## config.mk

```make
export PLATFORM = sky130hd
export DESIGN_NAME = aslif_top
export DESIGN_NICKNAME = d
export VERILOG_FILES = /design/src/logic/aslif_pkg.sv /design/src/logic/aslif_top.sv
export SDC_FILE = /design/constraint.sdc
export NUM_CORES = 1
export LEC_CHECK = 0
export BUFFER_PORTS_ARGS = -buffer_cell sky130_fd_sc_hd__clkbuf_2
export CAP_MARGIN = 40
export CORE_ASPECT_RATIO = 0.7
export CORE_MARGIN = 1.5
export CORE_UTILIZATION = 24
export CTS_CLUSTER_DIAMETER = 40
export DETAILED_ROUTE_END_ITERATION = 10
export PLACE_DENSITY = 0.41
export REMOVE_ABC_BUFFERS = 1
export SYNTH_ARGS = -nofsm -noshare
export SYNTH_HDL_FRONTEND = slang
export SYNTH_SLANG_ARGS = --single-unit
```

## constraint.sdc

```tcl
create_clock -name ref_clk -period 2.75 [get_ports ref_clk]
set_clock_uncertainty 0.15 [all_clocks]
set_input_delay 0.4125 -clock ref_clk [delete_from_list [all_inputs] [get_ports ref_clk]]
set_output_delay 0.4125 -clock ref_clk [all_outputs]
set_load 0.01 [all_outputs]
```

## src/logic/aslif_pkg.sv

```systemverilog
package aslif_pkg;

  localparam int ADDR_W = 18;
  localparam int DATA_W = 16;
  localparam int CHAR_W = 8;

  // register offsets from the device base address
  localparam logic [17:0] OFS_RX_CS = 18'h00000;
  localparam logic [17:0] OFS_RX_HOLD = 18'h00002;
  localparam logic [17:0] OFS_TX_CS = 18'h00004;
  localparam logic [17:0] OFS_TX_HOLD = 18'h00006;
  localparam logic [17:0] BASE_ADDR_DEFAULT = 18'h3ff70;

  // field positions
  localparam int CS_DONE_BIT = 7;
  localparam int CS_IE_BIT = 6;
  localparam int ST_ERROR_BIT = 15;
  localparam int ST_OVERRUN_BIT = 14;
  localparam int ST_FRAMING_BIT = 13;
  localparam int ST_PARITY_BIT = 12;

  // timing
  localparam int CLK_HZ = 20_000_000;
  localparam int OVERSAMPLE = 16;
  localparam int MIN_BPS = 40;
  localparam int MAX_BPS = 10_000;
  localparam int DIV_W = 16;
  localparam logic [15:0] DIV_AT_MAX_BPS = 16'(CLK_HZ / (OVERSAMPLE * MAX_BPS));
  localparam logic [15:0] DIV_AT_MIN_BPS = 16'(CLK_HZ / (OVERSAMPLE * MIN_BPS));
  localparam logic [4:0] TICK_MID = 5'h07;
  localparam logic [4:0] TICK_LAST = 5'h0f;
  localparam logic [4:0] STOP_LAST_ONE = 5'h0f;
  localparam logic [4:0] STOP_LAST_HALF = 5'h17;
  localparam logic [4:0] STOP_LAST_TWO = 5'h1f;
  localparam logic [2:0] FIRST_LAST_IDX = 3'h4;

  localparam logic [2:0] REQ_LEVEL_FOUR = 3'h4;
  localparam int FIFO_DEPTH = 16;

  typedef enum logic [1:0] {
    LEN_FIVE = 2'b00, LEN_SIX = 2'b01, LEN_SEVEN = 2'b10, LEN_EIGHT = 2'b11
  } aslif_len_t;

  typedef enum logic [1:0] {
    PAR_NONE = 2'b00, PAR_EVEN = 2'b01, PAR_ODD = 2'b10, PAR_NONE_ALT = 2'b11
  } aslif_parity_t;

  typedef enum logic [1:0] {
    STOP_ONE = 2'b00, STOP_HALF = 2'b01, STOP_TWO = 2'b10, STOP_TWO_ALT = 2'b11
  } aslif_stop_t;

  typedef struct packed {
    aslif_len_t char_len;
    aslif_parity_t parity;
    aslif_stop_t stop;
  } aslif_straps_t;

  typedef struct packed {
    logic read;
    logic write;
    logic [17:0] addr;
    logic [15:0] wdata;
  } aslif_bus_req_t;

  typedef enum logic [2:0] {
    LINE_IDLE = 3'b000, LINE_START = 3'b001, LINE_DATA = 3'b010,
    LINE_PARITY = 3'b011, LINE_STOP = 3'b100
  } aslif_line_t;

endpackage : aslif_pkg

```

## src/logic/aslif_top.sv

```systemverilog
// Functional notes
// [RULE1] receiver assembles 5 to 8 data bits, length set by shared strap
// [RULE2] receive line sampled on a tick at sixteen times receive bit rate
// [RULE3] character moves to receive holding at first stop bit midpoint
// [RULE4] that transfer sets receive-done, bit 7 of receive control/status
// [RULE5] receive-done with receive interrupt enable bit 6 raises receive request
// [RULE6] request level comes from a jumper, level four by default
// [RULE7] character right-aligned in bits 7..0, no start, stop or parity
// [RULE8] unused upper data bits of short characters read as zero
// [RULE9] receive holding bits 8..11 read zero, 12..15 hold character status
// [RULE10] transmitter uses the receiver's character length and stop length
// [RULE11] stop length strap: one, one and a half, or two bit times
// [RULE12] parity generated on transmit, checked on receive: even, odd, none
// [RULE13] transmit-ready bit 7 set whenever holding can accept, even mid-send
// [RULE14] host writes low eight bits of transmit holding only while ready
// [RULE15] two back-to-back characters accepted when idle, none lost
// [RULE16] receive and transmit rates set separately, 40 to 10000 bits/s
// [RULE17] four registers, each decoded at its own 18-bit address
// [RULE18] least significant data bit goes first both ways
// [RULE19] one is mark (high) on transmit; received mark stored as one
// [RULE20] one start bit before data, then the selected stop units
// [RULE21] independent interrupt channels; receive presented first when both request
// [RULE22] reading receive holding clears receive-done
// [RULE23] line idles at mark; start bit begins on next bit-time boundary
`timescale 1ns/1ps

////////////////////////////////////////////////////////////////////////////////
module aslif_tick (
  input wire logic clk, // system clock
  input wire logic reset_n, // async reset, active low
  input wire logic [15:0] divisor, // clocks per tick
  output logic tick // one-cycle tick pulse
);
  logic [15:0] count;

  always_ff @(posedge clk or negedge reset_n) begin
    if (!reset_n) begin
      count <= 16'h0000;
      tick <= 1'b0;
    end else if (count + 16'h0001 >= divisor) begin
      count <= 16'h0000;
      tick <= 1'b1;
    end else begin
      count <= count + 16'h0001;
      tick <= 1'b0;
    end
  end
endmodule : aslif_tick

////////////////////////////////////////////////////////////////////////////////
module aslif_fifo #(
  parameter int WIDTH = 8,
  parameter int DEPTH = 16
) (
  input wire logic clk, // system clock
  input wire logic reset_n, // async reset, active low
  input wire logic in_valid, // write request
  output logic in_ready, // room available
  input wire logic [WIDTH-1:0] in_data, // write data
  output logic out_valid, // data available
  input wire logic out_ready, // drain request
  output logic [WIDTH-1:0] out_data // head word
);
  localparam int PW = $clog2(DEPTH);
  logic [WIDTH-1:0] mem [DEPTH];
  logic [PW-1:0] wr_ptr;
  logic [PW-1:0] rd_ptr;
  logic [PW:0] fill;
  logic push;
  logic pop;

  assign in_ready = (fill != (PW+1)'(DEPTH));
  assign out_valid = (fill != '0);
  assign out_data = mem[rd_ptr];
  assign push = in_valid && in_ready;
  assign pop = out_ready && out_valid;

  always_ff @(posedge clk) begin
    if (push) begin
      mem[wr_ptr] <= in_data;
    end
  end

  always_ff @(posedge clk or negedge reset_n) begin
    if (!reset_n) begin
      wr_ptr <= '0;
      rd_ptr <= '0;
      fill <= '0;
    end else begin
      if (push) begin
        wr_ptr <= wr_ptr + 1'b1;
      end
      if (pop) begin
        rd_ptr <= rd_ptr + 1'b1;
      end
      fill <= fill + (PW+1)'(push) - (PW+1)'(pop);
    end
  end
endmodule : aslif_fifo

////////////////////////////////////////////////////////////////////////////////
module aslif_top #(
  parameter logic [17:0] BASE_ADDR = aslif_pkg::BASE_ADDR_DEFAULT,
  parameter logic [2:0] REQ_LEVEL = aslif_pkg::REQ_LEVEL_FOUR
) (
  input wire logic ref_clk, // 20 MHz system clock
  input wire logic reset_n, // bus reset, active low
  input wire aslif_pkg::aslif_straps_t straps, // character format straps
  input wire logic [15:0] rx_rate_div, // clocks per receive 16x tick
  input wire logic [15:0] tx_rate_div, // clocks per transmit 16x tick
  input wire aslif_pkg::aslif_bus_req_t bus_req, // host register access
  output logic [15:0] bus_rdata, // read data, one cycle later
  output logic bus_ack, // access answered, pulse
  input wire logic serial_in, // received data lead
  output logic serial_out, // transmitted data lead
  output logic rx_irq, // receive request
  output logic tx_irq, // transmit request
  output logic irq_request, // any request to the bus
  output logic irq_is_receive, // request presented is the receiver's
  output logic [2:0] irq_level // jumpered request level
);
  import aslif_pkg::*;

  logic rx_tick;
  logic tx_tick;
  logic hit_rx_cs;
  logic hit_rx_hold;
  logic hit_tx_cs;
  logic hit_tx_hold;
  logic [2:0] last_idx;
  logic [4:0] stop_last;
  logic par_on;

  // [RULE17] full address decode
  assign hit_rx_cs = (bus_req.addr == BASE_ADDR + OFS_RX_CS);
  assign hit_rx_hold = (bus_req.addr == BASE_ADDR + OFS_RX_HOLD);
  assign hit_tx_cs = (bus_req.addr == BASE_ADDR + OFS_TX_CS);
  assign hit_tx_hold = (bus_req.addr == BASE_ADDR + OFS_TX_HOLD);

  // [RULE1] length from strap
  assign last_idx = FIRST_LAST_IDX + 3'(straps.char_len);
  assign par_on = (straps.parity == PAR_EVEN) || (straps.parity == PAR_ODD);

  // [RULE11] stop length in ticks
  always_comb begin
    unique case (straps.stop)
      STOP_ONE: stop_last = STOP_LAST_ONE;
      STOP_HALF: stop_last = STOP_LAST_HALF;
      STOP_TWO, STOP_TWO_ALT: stop_last = STOP_LAST_TWO;
    endcase
  end

  // [RULE16] separate rate dividers
  aslif_tick u_rx_tick (
    .clk(ref_clk),
    .reset_n(reset_n),
    .divisor(rx_rate_div),
    .tick(rx_tick)
  );

  aslif_tick u_tx_tick (
    .clk(ref_clk),
    .reset_n(reset_n),
    .divisor(tx_rate_div),
    .tick(tx_tick)
  );

  //////////////////////////////////////////////////////////////////////////////
  // receiver
  aslif_line_t rx_state;
  logic [3:0] rx_cnt;
  logic [2:0] rx_idx;
  logic [7:0] rx_shift;
  logic rx_par_bad;
  logic rx_xfer;
  logic [7:0] rx_hold;
  logic rx_done;
  logic rx_ie;
  logic st_overrun;
  logic st_framing;
  logic st_parity;
  logic rx_hold_read;

  assign rx_hold_read = bus_req.read && hit_rx_hold;

  // [RULE2] 16x sampling
  always_ff @(posedge ref_clk or negedge reset_n) begin
    if (!reset_n) begin
      rx_state <= LINE_IDLE;
      rx_cnt <= 4'h0;
      rx_idx <= 3'h0;
      rx_shift <= 8'h00;
      rx_par_bad <= 1'b0;
      rx_xfer <= 1'b0;
    end else begin
      rx_xfer <= 1'b0;
      if (rx_tick) begin
        rx_cnt <= rx_cnt + 4'h1;
        unique case (rx_state)
          LINE_IDLE: begin
            rx_cnt <= 4'h0;
            if (!serial_in) begin
              rx_state <= LINE_START;
            end
          end
          LINE_START: begin
            // [RULE20] confirm start at midpoint
            if (rx_cnt == TICK_MID[3:0]) begin
              rx_cnt <= 4'h0;
              rx_idx <= 3'h0;
              rx_shift <= 8'h00;
              rx_state <= serial_in ? LINE_IDLE : LINE_DATA;
            end
          end
          LINE_DATA: begin
            if (rx_cnt == TICK_LAST[3:0]) begin
              // [RULE18] lsb first, [RULE19] mark is one, [RULE8] upper stay zero
              rx_shift[rx_idx] <= serial_in;
              rx_idx <= rx_idx + 3'h1;
              if (rx_idx == last_idx) begin
                rx_state <= par_on ? LINE_PARITY : LINE_STOP;
              end
            end
          end
          LINE_PARITY: begin
            if (rx_cnt == TICK_LAST[3:0]) begin
              // [RULE12] parity check
              rx_par_bad <= (^rx_shift ^ serial_in) != (straps.parity == PAR_ODD);
              rx_state <= LINE_STOP;
            end
          end
          LINE_STOP: begin
            // [RULE3] transfer at first stop midpoint
            if (rx_cnt == TICK_LAST[3:0]) begin
              rx_xfer <= 1'b1;
              rx_state <= LINE_IDLE;
            end
          end
          default: rx_state <= LINE_IDLE;
        endcase
      end
    end
  end

  // [RULE7] character held without framing bits
  always_ff @(posedge ref_clk or negedge reset_n) begin
    if (!reset_n) begin
      rx_hold <= 8'h00;
      st_overrun <= 1'b0;
      st_framing <= 1'b0;
      st_parity <= 1'b0;
    end else if (rx_xfer) begin
      rx_hold <= rx_shift;
      st_overrun <= rx_done && !rx_hold_read;
      st_framing <= !serial_in;
      st_parity <= par_on && rx_par_bad;
    end
  end

  // [RULE4] done set on transfer; [RULE22] read clears, set wins
  always_ff @(posedge ref_clk or negedge reset_n) begin
    if (!reset_n) begin
      rx_done <= 1'b0;
    end else if (rx_xfer) begin
      rx_done <= 1'b1;
    end else if (rx_hold_read) begin
      rx_done <= 1'b0;
    end
  end

  //////////////////////////////////////////////////////////////////////////////
  // transmitter
  aslif_line_t tx_state;
  logic [4:0] tx_cnt;
  logic [2:0] tx_idx;
  logic [7:0] tx_shift;
  logic tx_ie;
  logic fifo_in_ready;
  logic fifo_out_valid;
  logic [7:0] fifo_out_data;
  logic tx_pop;
  logic tx_bit_end;
  logic tx_stop_end;

  assign tx_bit_end = tx_tick && (tx_cnt[3:0] == TICK_LAST[3:0]);
  assign tx_stop_end = tx_tick && (tx_state == LINE_STOP) && (tx_cnt == stop_last);
  // [RULE23] load only on a bit-time boundary; end of stop is one too
  assign tx_pop = ((tx_state == LINE_IDLE) && tx_bit_end) || tx_stop_end;

  // [RULE15] buffered holding stage, [RULE14] full writes are dropped
  aslif_fifo #(
    .WIDTH(CHAR_W),
    .DEPTH(FIFO_DEPTH)
  ) u_tx_fifo (
    .clk(ref_clk),
    .reset_n(reset_n),
    .in_valid(bus_req.write && hit_tx_hold),
    .in_ready(fifo_in_ready),
    .in_data(bus_req.wdata[7:0]),
    .out_valid(fifo_out_valid),
    .out_ready(tx_pop),
    .out_data(fifo_out_data)
  );

  // [RULE10] shared format with receiver
  always_ff @(posedge ref_clk or negedge reset_n) begin
    if (!reset_n) begin
      tx_state <= LINE_IDLE;
      tx_cnt <= 5'h00;
      tx_idx <= 3'h0;
      tx_shift <= 8'h00;
    end else if (tx_tick) begin
      tx_cnt <= tx_cnt + 5'h01;
      unique case (tx_state)
        LINE_IDLE: begin
          if (tx_bit_end) begin
            tx_cnt <= 5'h00;
            if (fifo_out_valid) begin
              tx_shift <= fifo_out_data;
              tx_state <= LINE_START;
            end
          end
        end
        LINE_START: begin
          if (tx_bit_end) begin
            tx_cnt <= 5'h00;
            tx_idx <= 3'h0;
            tx_state <= LINE_DATA;
          end
        end
        LINE_DATA: begin
          if (tx_bit_end) begin
            tx_cnt <= 5'h00;
            tx_idx <= tx_idx + 3'h1;
            if (tx_idx == last_idx) begin
              tx_state <= par_on ? LINE_PARITY : LINE_STOP;
            end
          end
        end
        LINE_PARITY: begin
          if (tx_bit_end) begin
            tx_cnt <= 5'h00;
            tx_state <= LINE_STOP;
          end
        end
        LINE_STOP: begin
          // [RULE11] stop held for selected length
          if (tx_cnt == stop_last) begin
            tx_cnt <= 5'h00;
            // [RULE15] queued character follows with no idle bit
            if (fifo_out_valid) begin
              tx_shift <= fifo_out_data;
              tx_state <= LINE_START;
            end else begin
              tx_state <= LINE_IDLE;
            end
          end
        end
        default: tx_state <= LINE_IDLE;
      endcase
    end
  end

  logic [7:0] tx_masked;
  logic next_serial_out;

  assign tx_masked = tx_shift & (8'hff >> (3'h7 - last_idx));

  always_comb begin
    unique case (tx_state)
      // [RULE20] one start bit
      LINE_START: next_serial_out = 1'b0;
      // [RULE18] lsb first, [RULE19] one drives mark
      LINE_DATA: next_serial_out = tx_shift[tx_idx];
      // [RULE12] parity generation
      LINE_PARITY: next_serial_out = ^tx_masked ^ (straps.parity == PAR_ODD);
      // [RULE23] idle and stop at mark
      default: next_serial_out = 1'b1;
    endcase
  end

  always_ff @(posedge ref_clk or negedge reset_n) begin
    if (!reset_n) begin
      serial_out <= 1'b1;
    end else begin
      serial_out <= next_serial_out;
    end
  end

  //////////////////////////////////////////////////////////////////////////////
  // register access
  always_ff @(posedge ref_clk or negedge reset_n) begin
    if (!reset_n) begin
      rx_ie <= 1'b0;
      tx_ie <= 1'b0;
    end else if (bus_req.write) begin
      if (hit_rx_cs) begin
        rx_ie <= bus_req.wdata[CS_IE_BIT];
      end
      if (hit_tx_cs) begin
        tx_ie <= bus_req.wdata[CS_IE_BIT];
      end
    end
  end

  always_ff @(posedge ref_clk or negedge reset_n) begin
    if (!reset_n) begin
      bus_rdata <= 16'h0000;
      bus_ack <= 1'b0;
    end else begin
      bus_ack <= (bus_req.read || bus_req.write) &&
                 (hit_rx_cs || hit_rx_hold || hit_tx_cs || hit_tx_hold);
      bus_rdata <= 16'h0000;
      if (bus_req.read) begin
        if (hit_rx_cs) begin
          bus_rdata[CS_DONE_BIT] <= rx_done;
          bus_rdata[CS_IE_BIT] <= rx_ie;
        end
        // [RULE9] status in 12..15, zero in 8..11
        if (hit_rx_hold) begin
          bus_rdata[7:0] <= rx_hold;
          bus_rdata[ST_ERROR_BIT] <= st_overrun || st_framing || st_parity;
          bus_rdata[ST_OVERRUN_BIT] <= st_overrun;
          bus_rdata[ST_FRAMING_BIT] <= st_framing;
          bus_rdata[ST_PARITY_BIT] <= st_parity;
        end
        // [RULE13] ready follows holding room
        if (hit_tx_cs) begin
          bus_rdata[CS_DONE_BIT] <= fifo_in_ready;
          bus_rdata[CS_IE_BIT] <= tx_ie;
        end
      end
    end
  end

  //////////////////////////////////////////////////////////////////////////////
  // interrupt requests
  always_ff @(posedge ref_clk or negedge reset_n) begin
    if (!reset_n) begin
      rx_irq <= 1'b0;
      tx_irq <= 1'b0;
      irq_request <= 1'b0;
      irq_is_receive <= 1'b0;
      irq_level <= 3'h0;
    end else begin
      // [RULE5] receive request
      rx_irq <= rx_done && rx_ie;
      tx_irq <= fifo_in_ready && tx_ie;
      // [RULE21] receive presented first
      irq_request <= (rx_done && rx_ie) || (fifo_in_ready && tx_ie);
      irq_is_receive <= rx_done && rx_ie;
      // [RULE6] jumpered level
      irq_level <= REQ_LEVEL;
    end
  end

endmodule : aslif_top

```

---- Yosys cells after proc, flatten, opt, wreduce, memory -nomap -nowiden ----
Memory sizes are Yosys's and may differ from the RTL's.
Index checks and enable logic that the tools add are counted.
word-level totals
  flip-flop bits (word level) ............. 118
  memory bits (writable) .................. 128
  input port bits ......................... 77
  output and inout bits ................... 25
  word-level logic and storage cells ...... 196
  memories kept ........................... 1
cells by class
  add/subtract/negate cells ............... 12
  order comparisons ....................... 5
  equality and inequality tests ........... 38
  shift operators ......................... 1
  muxes and demuxes ....................... 60
  bitwise gates (word level) .............. 3
  reduce and logical (&&, ||, !) cells .... 45
memory list
  name           depth  bits a word  read ports  clocked after Yosys merged registers in  write ports  RTL line         RTL
  u_tx_fifo.mem  16     8            1           0                                        1            aslif_top.sv:65  logic [WIDTH-1:0] mem [DEPTH];
operators with widths
  kind                   number
  $eq 18x18->1 const B   4
  $mux 8                 7
  $mux 3                 18
  $add 16x1->16 const B  2
  $ge 16x16->1           2
  $mux 16                2
  $pmux 8 s2             2
  $pmux 3 s5             2
  $ne 2x2->1 const B     11
  $reduce_xor 8->1       2
  $pmux 5 s3             1
  $logic_and 1x1->1      14
  $add 4x1->4 const B    3
  $eq 3x2->1 const B     4
  $mux 1                 12
  $mux 4                 3
  $pmux 3 s2             2
  $reduce_and 4->1       3
  $mux 5                 2
  $pmux 5 s2             1
  $logic_or 1x1->1       9
  $and 8x8->8            1
  $bwmux 8               1
  $eq 4x4->1 const B     2
  other kinds (36)       54

---- Logic depth before layout (Yosys ltp) ----
  word-level depth ........................ 8
  mapped depth ............................ 17
  mapped depth without buffers ............ 16

---- Cells and area by module ----
A second synthesis with hierarchy kept.
second synthesis, totals
  cells, all modules ...................... 939
  area total of the unflattened synthesis .. 12328.1 µm²
by module, submodules not included
  module      instances  cells an instance  area an instance (µm²)  sequential area each (µm²)
  aslif_fifo  1          321                5749.3                  4169.0
  aslif_top   1          350                3686.0                  1778.0
  aslif_tick  2          134                1446.4                  425.4

---- Least setup slack after synthesis ----
Ideal clock, no wire load.
  path kind ............................... register to register
  start point ............................. register u_tx_fifo.fill[3]
  end point ............................... register u_tx_fifo.fill[4]
  setup time .............................. 125 ps
  arrival ................................. 2734 ps
  required time ........................... 2475 ps
  setup slack ............................. -259 ps
  cell stages (with the launch flop) ...... 18
  path buffers ............................ 1
  period minus slack after synthesis ...... 3009 ps
  cell sequence ........................... dfrtp_1 -> inv_1 -> ha_1 -> nor4b_1 -> nor4_1 -> o211ai_1 -> buf_2 -> inv_1 -> ha_1 -> inv_1 -> ha_1 -> inv_1 -> fa_1 -> inv_1 -> a21oi_1 -> nor2_1 -> nor2_1 -> xnor2_1
between the ends
  elaborated cells on any way between the ends .. 6
  those cells by class .................... 2 x add/sub; 1 x eq/ne; 3 x reduce/logical
RTL lines
  element                   RTL line         RTL
  start: declaration        aslif_top.sv:68  logic [PW:0] fill;
  start signal: assignment  aslif_top.sv:96  fill <= fill + (PW+1)'(push) - (PW+1)'(pop);
  $reduce_bool 5->1         aslif_top.sv:73  assign out_valid = (fill != '0);
  $logic_and 1x1->1         aslif_top.sv:76  assign pop = out_ready && out_valid;
  named net u_tx_fifo.pop   aslif_top.sv:70  logic pop;
  $sub 5x1->5               aslif_top.sv:96
The timed path passes the listed nets, and every way through them passes these cells.
A chain may end at the register's enable or synchronous reset.

---- Worst setup path after layout ----
  start point ............................. register u_tx_tick.count[0]
  end point ............................... register u_tx_tick.count[13]
between the ends
  cells in the longest elaborated chain, start to end .. 3
ends and longest elaborated chain
  element                   RTL line                          RTL
  start: declaration        aslif_top.sv:34                   logic [15:0] count;
  start signal: assignment  aslif_top.sv:44                   count <= count + 16'h0001;
  $add 16x1->16 (*)         aslif_top.sv:40, aslif_top.sv:44
  $ge 16x16->1              aslif_top.sv:40                   end else if (count + 16'h0001 >= divisor) begin
  $mux 16 (*)               aslif_top.sv:40
Mark *: on every way between the ends. The rest lies on a longest branch, timed or not.

==> results.toml <==
[die]
floorplan.core_area_sq_um = 48030
die-area_sq_um = 50270
io_pins = 102
die_w_microns = 267.4
start_util_pct = 24.44
rows = 67
die_y_microns = 188.0

[setup_path]
required_ns = 3.05
cp.arrival_ns = 3.05
crit_path_end_kind = "flop"
crit_fanout = 8
critPathKind = "flop to flop"
cp_slowest_cell = "dfrtp_1"
worst-path-buf-inv = 1
crit_path_start_kind = "flop"
cp_common_cell = "a21o_1"
path_cells = "and3_4 > nand3_4 > nor2_2 > xor2_2 > ha_1 > a21o_1 > a21o_1 > a221oi_2 > o221ai_4 > clkbuf_16 > nor2b_1"
crit_family = "compound AO/OA/AOI/OAI gates"
max_stage_delay_ns = 0.38

[clock_network]
cts_tree = "done"
h-tree-depth = 2
cts_sinks = 246
root_buffer = "clkbuf_16"
clock_path_buffers = 3
clkLatencyLatePin_ns = 0.52
cts_buffers = 39
clkTransAtPathRegs_ns = 0.05

[grt]
busiest_layer = "met1"
use_met1_pct = 17.19
gr-usage-all-layers_pct = 10.96
grt_pass1_vias = 7654
grtUsageMet2_pct = 14.72
grt_pass1_wl_mm = 43.36
grt-ovfl-total = 0
met3_usage_pct = 2.324
grt_start_max_net_pins = 48
antenna_found_initial = 1

[timing]
maxSlewViolCount = 0
slew_headroom_pct = 47.46
setup_viol = 0
rsz0062_at_grt = "true"
hold_slack_ns = 0.05475
finalHoldViolations = 0
fin_crit_ns = 2.746
max_freq_mhz = 364.2
tightest_slew_ns = 0.7864
finalCritPeriodShare_pct = 99.84

[min_path]
hold_path_class = "input port to flop"

[finish]
drive_gt1_share_pct = 30.00
instances_no_fill = 1765
area.growth.synth_to_final_pct = 29.63
fin_nets = 1209
nFillCells = 4849
antenna_cells = 0

[route]
wl_mm = 26.93
drtIter0Drc = 417
drc_errors = 0
vias = 7543
drt-wirelength-per-cell_microns = 15.26
drt_pass1_iterations = 6
ant_nets = 0
viasPerCell = 4.274

[yosys]
ys_warn_count = 0
syn_area_sq_um = 11740
ys_top_cells_by_area = "edfxtp_1, dfrtp_1, ha_1"
netlist_instances = 896
synth.most_common_cell = "edfxtp_1"
synth_common_cells = "edfxtp_1, dfrtp_1, inv_1, ha_1, nor2_1"
yosysUniqueCellTypes = 70
avgSynthCellArea_sq_um = 13.10
yosys.area.top_type = "edfxtp_1"
synthArstFlopShare_pct = 47.97
ys_ff_latch = 246
ys.flop_type = "edfxtp_1"
synth.top_cell.area_share_pct = 32.74
synth_edf_count = 128
ys_seq_area_share_pct = 57.90

[placement]
place_inst = 1678
dp_hpwl_mm = 18.70
portBuffers = 87
place_congestion = 0.7124

[power]
ir_drop_mv = 0.3683
p_per_area_nw_per_um2 = 643.4
finalPower_mw = 9.791
leakagePower_nw = 6.487

[flow_run]
max-cap-violations = 0

[outcome]
status = "finished, final reports clean"
## what timing repair did
| item | 4_1_cts | 5_1_grt |
|---|---|---|
| gates cloned | 0 | 1 |
| pin swaps | 12 | 7 |
| buffers inserted | 7 | 7 |
| hold endpoints to repair | 41 | 0 |
| hold buffers | 3 | 0 |
| setup endpoints to repair | 34 | 93 |
| gates resized for setup | 23 | 33 |
## final timing paths
check | cells after the start | from | slack, ns | to
max | 11 | u_tx_tick.count[0] | 0.004 | u_tx_tick.count[13]
min | 2 | serial_in | 0.05 | st_framing
max reg2reg | 11 | u_tx_tick.count[0] | 0.004 | u_tx_tick.count[13]
min reg2reg | 1 | rx_hold[0] | 0.34 | bus_rdata[0]
max in group asynchronous | 3 | reset_n | 1.44 | serial_out
min in group asynchronous | 2 | reset_n | 0.30 | rx_hold[3]
## final cells by class
type / count / area, sq um / area share, %
multi-input combinational: 550 / 4733 / 31.10
clock inverter: 18 / 215.2 / 1.414
sequential: 246 / 6799 / 44.68
tap: 655 / 819.5 / 5.385
timing repair buffer: 178 / 1328 / 8.723
inverter: 66 / 247.7 / 1.628
clock buffer: 52 / 1076 / 7.071
## through the flow
stage	TNS, ns	area, sq um	worst slack (ns)	utilization (%)
6_report	0	15220	0.004304	31.68
5_1_grt	-4.845	15220	-0.1733	31.68
4_1_cts	-0.01204	15000	-0.01204	31.23
3_5_place_dp	-1.987	13540	-0.2170	28.18
3_3_place_gp	-2.410	13540	-0.2373	28.18
2_1_floorplan	-1.446	11530	-0.5536	-
## logic make-up after synthesis
family,after synthesis,share of synthesized area (%)
flip-flops,246,57.90
AND/OR/NAND/NOR,237,11.37
XOR/XNOR,58,4.444
other,2,0.06397
AO/OA/AOI/OAI,144,8.100
buffers and inverters,105,4.028
adder cells (fa/ha/maj),51,5.499
multiplexers,53,8.590
## sequential cells by signal, summed over array words and instances (netlist names), 4 cells and up
| signal | count |
|---|---|
| rx_cnt | 4 |
| u_tx_fifo.mem | 128 |
| u_tx_fifo.rd_ptr | 4 |
| u_tx_tick.count | 16 |
| rx_shift | 8 |
| rx_hold | 8 |
| bus_rdata | 12 |
| tx_shift | 8 |
| tx_cnt | 5 |
| u_rx_tick.count | 16 |
| u_tx_fifo.wr_ptr | 4 |
| u_tx_fifo.fill | 5 |
## where the power goes
part / leakage (nW) / total, mW / switching (mW) / internal [mW]
clock network: 0.609 / 4.85 / 1.79 / 3.06
logic: 3.23 / 0.862 / 0.428 / 0.434
registers: 2.65 / 4.08 / 0.0838 / 3.99
total: 6.49 / 9.79 / 2.31 / 7.49
## placed cells by master (no fill, tap or decap), types with 7 or more instances in the layout
cell type	count
edfxtp_1	128
a22oi_1	17
o21ai_0	34
and3_1	9
dfrtp_1	116
inv_1	61
mux4_2	25
clkbuf_16	41
nor2b_1	33
buf_4	70
a21o_1	24
nand3_1	16
ha_1	47
clkbuf_2	86
nor2_1	37
xnor2_1	33
conb_1	7
mux4_1	9
buf_12	13
xor2_1	20
a21oi_1	24
and2_1	21
nand2_1	38
nand4_1	17
mux2_2	15
clkbuf_1	9
nor2_2	10
## metal layers
metal	wire length, microns	share of wire, %
met5	13	0.048
met4	589	2.2
met3	1141	4.2
met2	10490	39
met1	14700	55
(Power assumes the default switching activity.)
